===== src/misc_ctrl_cfg.svh =====
/*
 * Constants for the miscellaneous system control register block.
 * Assumes inclusion by the package and the design module.
 */
`ifndef MISC_CTRL_CFG_SVH
`define MISC_CTRL_CFG_SVH

// ----------------------------------------------------------------
// Register offsets (byte addresses)
// ----------------------------------------------------------------
`define ADDR_MISC        12'h00c
`define ADDR_IRQ_STATUS  12'h010
`define ADDR_IRQ_MASK    12'h014
`define ADDR_STROBES     12'h018

// ----------------------------------------------------------------
// Bit positions in the control register
// ----------------------------------------------------------------
`define BIT_POR      7
`define BIT_RISE     6
`define BIT_FALL     5
`define BIT_EXT_IRQ_ENABLE     4
`define BIT_SFA      3
`define BIT_SFB      2
`define BIT_SM       1
`define BIT_WATCHDOG_ENABLE_BIT     0

// ----------------------------------------------------------------
// Status bit positions
// ----------------------------------------------------------------
`define ST_EXT       0
`define ST_WOI       1
`define ST_WD_KICK   2
`define ST_WIDTH     3

// ----------------------------------------------------------------
// Timing: modulator period in timer clocks, slow-mode bus divide
// ----------------------------------------------------------------
`define PLM_SLOW_PERIOD 13'h1000
`define PLM_FAST_PERIOD 13'h0100
`define SLOW_DIVIDE     5'h10
`define NORMAL_DIVIDE   5'h02
`define WATCHDOG_ENABLE_BIT_OPTION_DEF 1'b0

`endif


===== src/misc_ctrl_pkg.sv =====
/*
 * Types for the miscellaneous system control register block.
 * Assumes misc_ctrl_cfg.svh is on the include path.
 */
`include "misc_ctrl_cfg.svh"

package misc_ctrl_pkg;

    // ------------------------------------------------------------
    // Control register fields, bit 7 down to bit 0
    // ------------------------------------------------------------
    typedef struct packed {
        logic por_flag;
        logic ext_irq_rise_select;
        logic ext_irq_fall_select;
        logic ext_irq_enable;
        logic modulator_a_slow;
        logic modulator_b_slow;
        logic system_slow_mode;
        logic watchdog_enable_bit;
    } misc_reg_type;

    // APB response bundle.
    typedef struct packed {
        logic        pready;
        logic        pslverr;
        logic [31:0] prdata;
    } apb_resp_type;

    // Interrupt sensitivity outputs for the pin and the port B logic.
    typedef struct packed {
        logic ext_level;
        logic ext_fall;
        logic ext_rise;
        logic woi_level;
        logic woi_rise;
        logic woi_fall;
    } sense_type;

    // Whole block state.
    typedef struct packed {
        misc_reg_type                 misc;
        logic [`ST_WIDTH-1:0]         status;
        logic [`ST_WIDTH-1:0]         mask;
        apb_resp_type                 resp;
        logic                         irq;
        logic                         watchdog_enable_bit_clear;
        sense_type                    sense;
        logic [12:0]                  plm_a_period;
        logic [12:0]                  plm_b_period;
        logic [4:0]                   bus_divide;
        logic                         woi_request;
        logic                         ext_irq_active;
        logic                         opt_taken;
    } state_type;

endpackage : misc_ctrl_pkg


===== src/misc_ctrl.sv =====
/*
 * Miscellaneous system control register with APB slave, sticky event
 * status, mask and one level interrupt output.
 * Assumes a 20 MHz pclk, APB master, and that power-on and external
 * reset both drive presetn; the power-on flag is set from por_event.
 */
// Our own choice: the APB register port.
`timescale 1ns/1ns
`include "misc_ctrl_cfg.svh"

// How it works
// [RL1] Power-up sets the flag; writing zero clears it, writing one does nothing.
// [RL2] Sensitivity 00 fall+low, 01 fall, 10 rise, 11 both, for the pin.
// [RL3] Wired-OR sensitivity mirrors: 00 rise+high, 01 rise, 10 fall, 11 both.
// [RL4] Sensitivity bits change only while the CPU interrupt mask is set.
// [RL5] Reset clears both sensitivity bits: falling edge and low level.
// [RL6] Enable bit one activates the pin interrupt function; zero disables it.
// [RL7] Enable bit writes need the interrupt mask; reset sets it to one.
// [RL8] Modulator A period: slow 4096, fast 256 timer clocks.
// [RL9] Modulator B period: slow 4096, fast 256 timer clocks.
// [RL10] Modulator rate spans 256 down to 16 times overflow flag rate.
// [RL11] Software sets speed bits before loading modulator values.
// [RL12] Slow mode divides the bus by 8 more; otherwise oscillator over 2.
// [RL13] Reset and stop entry clear slow mode.
// [RL14] Writing one to watchdog bit clears counter and enables watchdog.
// [RL15] Writing zero to watchdog bit has no effect.
// [RL16] Any reset loads the watchdog bit from the factory option.
// [RL17] Wired-OR requests come from port B inputs, only while enabled.
// [RL18] Mask-gated bits sample the mask on the write cycle itself.
module misc_ctrl
(
    // APB slave
    input  wire logic                        pclk,
    input  wire logic                        presetn,
    input  wire logic                        psel,
    input  wire logic                        penable,
    input  wire logic                        pwrite,
    input  wire logic [11:0]                 paddr,
    input  wire logic [31:0]                 pwdata,
    output misc_ctrl_pkg::apb_resp_type      apb_resp,
    // System inputs
    input  wire logic                        por_event,
    input  wire logic                        cpu_irq_mask,
    input  wire logic                        stop_entry,
    input  wire logic                        watchdog_enable_bit_option,
    input  wire logic                        watchdog_enable_bit_reset,
    input  wire logic                        ext_irq_edge,
    input  wire logic [7:0]                  port_b_pins,
    input  wire logic [7:0]                  port_b_dir,
    input  wire logic                        wired_or_irq_enable,
    // Control outputs
    output misc_ctrl_pkg::misc_reg_type      misc_reg,
    output misc_ctrl_pkg::sense_type         sense,
    output logic        [12:0]               plm_a_period,
    output logic        [12:0]               plm_b_period,
    output logic        [4:0]                bus_divide,
    output logic                             watchdog_enable_bit_clear,
    output logic                             wired_or_request,
    output logic                             ext_irq_active,
    output logic                             irq
);
    import misc_ctrl_pkg::*;

    state_type st;
    state_type next_st;

    // ------------------------------------------------------------
    // Helpers
    // ------------------------------------------------------------

    // Modulator period for a speed bit.
    function automatic logic [12:0] plm_period(input logic slow);
        plm_period = slow ? `PLM_SLOW_PERIOD : `PLM_FAST_PERIOD;
    endfunction : plm_period

    logic       wr_access;
    logic       rd_access;
    logic       wr_misc;
    logic [7:0] wd;
    logic       woi_any;

    // Completed APB accesses; a write lands only at the edge where pready stands high.
    // This keeps a one-shot write from being applied twice in a two-cycle access.
    assign wr_access = psel & penable & pwrite & st.resp.pready;
    assign rd_access = psel & penable & ~pwrite;
    assign wr_misc   = wr_access && (paddr == `ADDR_MISC);
    assign wd        = pwdata[7:0];
    assign woi_any   = |(port_b_pins & ~port_b_dir); // RL17

    // ------------------------------------------------------------
    // Next-state logic
    // ------------------------------------------------------------

    // Computes every register's next value in one place.
    always_comb
    begin
        next_st = st;
        next_st.resp.pready  = 1'b0;
        next_st.resp.pslverr = 1'b0;
        next_st.resp.prdata  = 32'h0000_0000;
        next_st.watchdog_enable_bit_clear   = 1'b0;

        // The factory option is caught on the first clock after release.
        if (!st.opt_taken)
        begin
            next_st.opt_taken                = 1'b1;
            next_st.misc.watchdog_enable_bit = watchdog_enable_bit_option; // RL16
        end

        if (wr_misc)
        begin
            if (!wd[`BIT_POR])
                next_st.misc.por_flag = 1'b0; // RL1
            if (cpu_irq_mask) // RL18
            begin
                next_st.misc.ext_irq_rise_select = wd[`BIT_RISE]; // RL4
                next_st.misc.ext_irq_fall_select = wd[`BIT_FALL]; // RL4
                next_st.misc.ext_irq_enable      = wd[`BIT_EXT_IRQ_ENABLE]; // RL7
            end
            next_st.misc.modulator_a_slow = wd[`BIT_SFA];
            next_st.misc.modulator_b_slow = wd[`BIT_SFB];
            next_st.misc.system_slow_mode = wd[`BIT_SM];
            if (wd[`BIT_WATCHDOG_ENABLE_BIT]) // RL15
            begin
                next_st.misc.watchdog_enable_bit = 1'b1; // RL14
                next_st.watchdog_enable_bit_clear               = 1'b1; // RL14
            end
        end

        // Stop entry wins over a same-cycle write of slow mode.
        if (stop_entry)
            next_st.misc.system_slow_mode = 1'b0; // RL13

        // A watchdog reset reloads only the watchdog bit.
        if (watchdog_enable_bit_reset)
            next_st.misc.watchdog_enable_bit = watchdog_enable_bit_option; // RL16

        // Power-on sets the flag and wins over a clearing write.
        if (por_event)
            next_st.misc.por_flag = 1'b1; // RL1

        // Status clear by writing one; a new event wins over the clear.
        if (wr_access && (paddr == `ADDR_IRQ_STATUS))
            next_st.status = st.status & ~pwdata[`ST_WIDTH-1:0];
        if (wr_access && (paddr == `ADDR_IRQ_MASK))
            next_st.mask = pwdata[`ST_WIDTH-1:0];
        if (ext_irq_edge && st.misc.ext_irq_enable)
            next_st.status[`ST_EXT] = 1'b1; // RL6
        if (st.woi_request)
            next_st.status[`ST_WOI] = 1'b1;
        if (st.watchdog_enable_bit_clear)
            next_st.status[`ST_WD_KICK] = 1'b1;

        // Read data and answer.
        if (psel && penable)
        begin
            next_st.resp.pready = 1'b1;
            if (rd_access)
            begin
                if (paddr == `ADDR_MISC)
                    next_st.resp.prdata = {24'h000000, st.misc};
                else if (paddr == `ADDR_IRQ_STATUS)
                    next_st.resp.prdata = {29'h0000000, st.status};
                else if (paddr == `ADDR_IRQ_MASK)
                    next_st.resp.prdata = {29'h0000000, st.mask};
                else
                    next_st.resp.pslverr = 1'b1;
            end
            else if ((paddr != `ADDR_MISC) && (paddr != `ADDR_IRQ_STATUS) &&
                     (paddr != `ADDR_IRQ_MASK))
                next_st.resp.pslverr = 1'b1;
        end
        if (st.resp.pready)
            next_st.resp.pready = 1'b0;

        // Derived controls.
        next_st.sense.ext_level = ~next_st.misc.ext_irq_rise_select & ~next_st.misc.ext_irq_fall_select; // RL2
        next_st.sense.ext_fall  = ~next_st.misc.ext_irq_rise_select | next_st.misc.ext_irq_fall_select;  // RL2
        next_st.sense.ext_rise  = next_st.misc.ext_irq_rise_select;                                        // RL2
        next_st.sense.woi_level = next_st.sense.ext_level;                                                 // RL3
        next_st.sense.woi_rise  = next_st.sense.ext_fall;                                                  // RL3
        next_st.sense.woi_fall  = next_st.sense.ext_rise;                                                  // RL3
        next_st.plm_a_period = plm_period(next_st.misc.modulator_a_slow); // RL8 RL10
        next_st.plm_b_period = plm_period(next_st.misc.modulator_b_slow); // RL9 RL10
        next_st.bus_divide   = next_st.misc.system_slow_mode ? `SLOW_DIVIDE : `NORMAL_DIVIDE; // RL12
        next_st.woi_request  = woi_any & wired_or_irq_enable; // RL17
        next_st.ext_irq_active = next_st.misc.ext_irq_enable; // RL6
        next_st.irq = |(next_st.status & next_st.mask);
    end

    // ------------------------------------------------------------
    // State register
    // ------------------------------------------------------------

    // Reset loads sensitivity clear, enable set, slow mode clear.
    always_ff @(posedge pclk or negedge presetn)
    begin
        if (!presetn)
        begin
            st                          <= '0;
            st.misc.ext_irq_enable      <= 1'b1;          // RL5 RL7
            st.misc.watchdog_enable_bit <= `WATCHDOG_ENABLE_BIT_OPTION_DEF;
            st.sense.ext_level          <= 1'b1;          // RL5
            st.sense.ext_fall           <= 1'b1;          // RL5
            st.sense.woi_level          <= 1'b1;
            st.sense.woi_rise           <= 1'b1;
            st.plm_a_period             <= `PLM_FAST_PERIOD;
            st.plm_b_period             <= `PLM_FAST_PERIOD;
            st.bus_divide               <= `NORMAL_DIVIDE;
            st.ext_irq_active           <= 1'b1;
        end
        else
            st <= next_st;
    end

    // Outputs come straight from the state register.
    assign apb_resp         = st.resp;
    assign misc_reg         = st.misc;
    assign sense            = st.sense;
    assign plm_a_period     = st.plm_a_period;
    assign plm_b_period     = st.plm_b_period;
    assign bus_divide       = st.bus_divide;
    assign watchdog_enable_bit_clear       = st.watchdog_enable_bit_clear;
    assign wired_or_request = st.woi_request;
    assign ext_irq_active   = st.ext_irq_active;
    assign irq              = st.irq;
endmodule : misc_ctrl


===== config.mk =====
export PLATFORM = sky130hd
export DESIGN_NAME = misc_ctrl
export DESIGN_NICKNAME = d
export VERILOG_FILES = /design/src/misc_ctrl_pkg.sv /design/src/misc_ctrl.sv
export VERILOG_INCLUDE_DIRS = /design/src
export SDC_FILE = /design/constraint.sdc
export NUM_CORES = 1
export LEC_CHECK = 0
export ABC_CLOCK_PERIOD_IN_PS = 3200
export BUFFER_PORTS_ARGS = -buffer_cell sky130_fd_sc_hd__buf_4
export CELL_PAD_IN_SITES_DETAIL_PLACEMENT = 1
export CELL_PAD_IN_SITES_GLOBAL_PLACEMENT = 1
export CORE_MARGIN = 1.5
export CORE_UTILIZATION = 30
export DETAILED_ROUTE_END_ITERATION = 10
export GPL_ROUTABILITY_DRIVEN = 0
export PLACE_DENSITY_LB_ADDON = 0.3
export SLEW_MARGIN = 40
export SYNTH_ARGS = -nofsm -noshare
export SYNTH_HDL_FRONTEND = slang
export SYNTH_SLANG_ARGS = --single-unit

===== constraint.sdc =====
create_clock -name pclk -period 3.2 [get_ports pclk]
set_input_delay 0.8 -clock pclk [delete_from_list [all_inputs] [get_ports pclk]]
set_output_delay 0.8 -clock pclk [all_outputs]
set_load 0.005 [all_outputs]

# --- Word-level counts from Yosys, hierarchy flattened ---
# Index checks and enable logic that the tools add are counted.
classes:
  n_bitwise: 15
  n_eq_ne: 7
  muxes: 29
  n_reduce_logical: 12
ops:
  columns: ["operator", "count"]
  rows:
  - ["$mux W34", 1]
  - ["$mux W32", 1]
  - ["$mux W13", 2]
  - ["$eq A12 B5 Y1 const B", 2]
  - ["$ne A12 B5 Y1 const B", 2]
  - ["$mux W1", 17]
  - ["$mux W8", 2]
  - ["$mux W3", 5]
  - ["$eq A12 B4 Y1 const B", 1]
  - ["$ne A12 B4 Y1 const B", 1]
  - ["$and A8 B8 Y8", 1]
  - ["$not A8 Y8", 1]
  - ["$reduce_or A8 Y1", 1]
  - ["$logic_and A1 B1 Y1", 7]
  - ["$and A1 B1 Y1", 6]
  - ["$and A3 B3 Y3", 2]
  - ["$mux W5", 1]
  - ["$reduce_and A2 Y1", 2]
  - ["$not A1 Y1", 3]
  - ["$not A3 Y3", 1]
  - ["$reduce_or A3 Y1", 1]
  - ["$ne A2 B1 Y1 const B", 1]
  - ["$reduce_bool A2 Y1", 1]
  - ["$or A1 B1 Y1", 1]
word_totals:
  input_bits: 72
  wordCells: 85
  out_inout_bits: 83
  regBits: 85

# --- Longest topological paths before layout ---
logic_depth:
  ltp_word: 8
  ltp_mapped: 5
  mapped_depth_nobuf: 5

# --- Worst setup path before layout ---
# Ideal clock, no wire load.
synth_timing:
  path_type: "input -> register"
  from: "input paddr[7]"
  to: "register st, in the netlist irq"
  setup_ns: 0.124
  arrival_ns: 2.277
  n_path_buf: 0
  slack_ns: 0.799
  path_stages: 5
  t_required_ns: 3.076
  cell_sequence: "nor4_4 -> nand4_1 -> nor2_1 -> mux2_2 -> a211o_1"
synth_rtl:
  columns: ["item", "line_no", "source"]
  rows:
  - ["start: declaration", "misc_ctrl.sv:38", "input wire logic [11:0] paddr,"]
  - ["end signal: assignment", "misc_ctrl.sv:213", "st <= next_st;"]
  - ["end: declaration", "misc_ctrl.sv:64", "state_type st;"]

==> flow_metrics.py <==
metrics = {
    "timing": {
        "fin_crit_ns": 2.42,
        "rsz0062_at_grt": "false",
        "hold_violations": 0,
        "finalCritPeriodShare_pct": 75.7,
        "skew_ns": 0.00671,
        "setup_tns_ns": 0,
        "maxSlewViolCount": 0,
        "finalSetupViolCount": 0,
        "fmax_ghz": 0.413,
        "worst_slack_ns": 0.777,
    },
    "min_path": {
        "min_path_type": "primary input to asynchronous set/reset pin",
    },
    "critical_path": {
        "critPathKind": "primary input to flip-flop",
        "crit_fanout": 4,
        "cp-startpoint": "paddr[7]",
        "worstPathArrival_ns": 2.59,
        "reg2reg_depth": 5,
        "start_kind": "primary input",
        "cp-end-kind": "flip-flop",
        "r2r-end": "irq$_DFF_PN0_",
        "r2r_start": "apb_resp[33]$_DFF_PN0_",
        "cp_data_required_time_ns": 3.37,
        "rrSetupSlack_ns": 1.15,
    },
    "synthesis": {
        "synth-edff-count": 0,
        "ys_types": 35,
        "ys_seq_area_share_pct": 39.7,
        "syn-instance-count": 212,
        "async_flop_share_pct": 100,
        "syn_area_um2": 2100,
        "ys_ff_latch": 33,
        "syn_avg_cell_area_um2": 9.91,
        "ys_warn_count": 0,
        "synth_ff_type": "dfrtp_1",
    },
    "grt": {
        "grt_max_degree": 34,
        "antenna_found_initial": 0,
        "grt.total_usage_pct": 11.7,
        "overflow": 0,
        "grt_pass1_vias": 1472,
        "grt_pass1_wl_mm": 6.76,
    },
    "pwr": {
        "peakVddDrop_v": 0.000147,
        "p_leak_nw": 1.32,
        "p_per_area_nw_per_um2": 333,
    },
    "route": {
        "firstDrtPassIters": 4,
        "wl_per_cell_um": 11.8,
        "viasPerCell": 3.98,
        "vias": 1451,
        "ant_nets": 0,
        "drc_errors": 0,
        "drt-initial-drc-count": 14,
        "wl_mm": 4.32,
    },
    "clocking": {
        "post-cts-setup-buffer-count": 0,
        "h-tree-depth": 2,
        "clk_root_buffer_cell": "clkbuf_8",
        "cts_max_path_buffers": 2,
        "clk_pin_slew_worst_paths_ns": 0.07,
        "cts.sinks": 33,
        "cts-resized-gates": 0,
        "cts_made_buffers": 5,
        "clock_latency_ns": 0.28,
        "holdBufCountCts": 0,
        "cts_tree": "built",
    },
    "placement": {
        "port-buffer-count": 81,
        "dp_slack_ns": 0.453,
        "hpwl_mm": 3.56,
    },
    "floorplanning": {
        "num_rows": 30,
        "io_pins": 155,
        "die_x_um": 86.7,
        "die_y_um": 86.7,
        "core_area_um2": 6790,
        "start_util_pct": 30.9,
        "die_area_um2": 7510,
    },
    "cells_and_area": {
        "mostFrequentLayoutCell": "buf_4",
        "drive_gt1_share_pct": 42.0,
        "n_fill_cell": 816,
        "largest_register_ffs": 10,
        "diodes": 0,
        "layout_common_cells": "buf_4, conb_1, dfrtp_1, nor2_1, inv_1",
        "fin_nets": 340,
        "area_growth_pct": 18.8,
    },
    "job": {
        "drv_cap": 0,
    },
    "outcome": {
        "outcome": "finished, final reports clean",
    },
}
-- worst max-delay path: stages --
cell and delay (ns):
buf_4 0.12, nor4_4 0.38, nand4_1 0.30, nor2_1 0.31, mux2_2 0.39, a211o_1 0.29
-- how the worst max path moves through the flow --
stage               slack [ns]            end  depth (start not counted)
CTS                       0.75  irq$_DFF_PN0_                          6
global placement          0.46  irq$_DFF_PN0_                          6
global route              0.65  irq$_DFF_PN0_                          6
detailed placement        0.45  irq$_DFF_PN0_                          6
finish                    0.78  irq$_DFF_PN0_                          6
floorplan                 0.80  irq$_DFF_PN0_                          5
-- report_power, final --
group | switching, W | internal (W)
Combinational | 0.0000512 | 0.0000526
Clock | 0.000150 | 0.000151
Sequential | 0.00000333 | 0.000422
Total | 0.000205 | 0.000625
-- kinds of logic after synthesis --
kind of cell | count (synthesis) | synth area share [%]
compound gates | 17 | 5.96
buf+inv | 92 | 30.6
flops | 33 | 39.7
mux | 16 | 8.22
other cells | 2 | 0.357
simple gates | 52 | 15.2
-- routing by layer --
metal	vias to the layer above	global-route usage, %	part of all wire, %
met5	-	0	0
met4	0	5.72	2.4
met3	9	2.38	5.9
met2	72	21.0	51
met1	690	13.1	40
li1	680	-	-
-- final cells by class --
class | count | area [µm²] | share of cell area (%)
inverter | 12 | 45.0 | 1.81
multi-input combinational | 135 | 806 | 32.3
sequential | 33 | 833 | 33.4
timing repair buffer | 81 | 608 | 24.4
tap | 96 | 120 | 4.81
clock buffer | 6 | 72.6 | 2.91
clock inverter | 2 | 10.0 | 0.401
-- cell usage after synthesis, drive strengths merged, types with 2 or more instances --
cell type  count  share of area [%]
dfrtp         27                 32
nor2          18                3.6
mux2          10                5.4
a21o           2               0.71
nor3           4                1.2
or3b           2               0.83
mux2i          6                2.9
and2           5                1.5
inv           12                2.1
nor2b          3               0.89
dfstp          6                7.5
or3            2               0.60
conb           2               0.36
nor3b          2               0.71
nand2          6                1.1
a22oi          3                1.1
o22ai          6                1.8
nand4          3                1.6
or2            2               0.60
buf           79                 28
-- through the flow --
stage / hold slack, ns / std cells / power [W] / cell area, µm² / utilization (%)
5_1_grt: 0.473 / 365 / 0.000871 / 2490 / 36.7
6_report: 0.446 / 365 / 0.000830 / 2490 / 36.7
4_1_cts: 0.469 / 365 / 0.000844 / 2490 / 36.7
2_1_floorplan: 0.418 / 260 / 0.000514 / 2280 / -
3_5_place_dp: 0.463 / 357 / 0.000537 / 2410 / 35.5
3_3_place_gp: 0.454 / 357 / 0.000535 / 2410 / 35.5
Power figures use the tool's default switching activity.
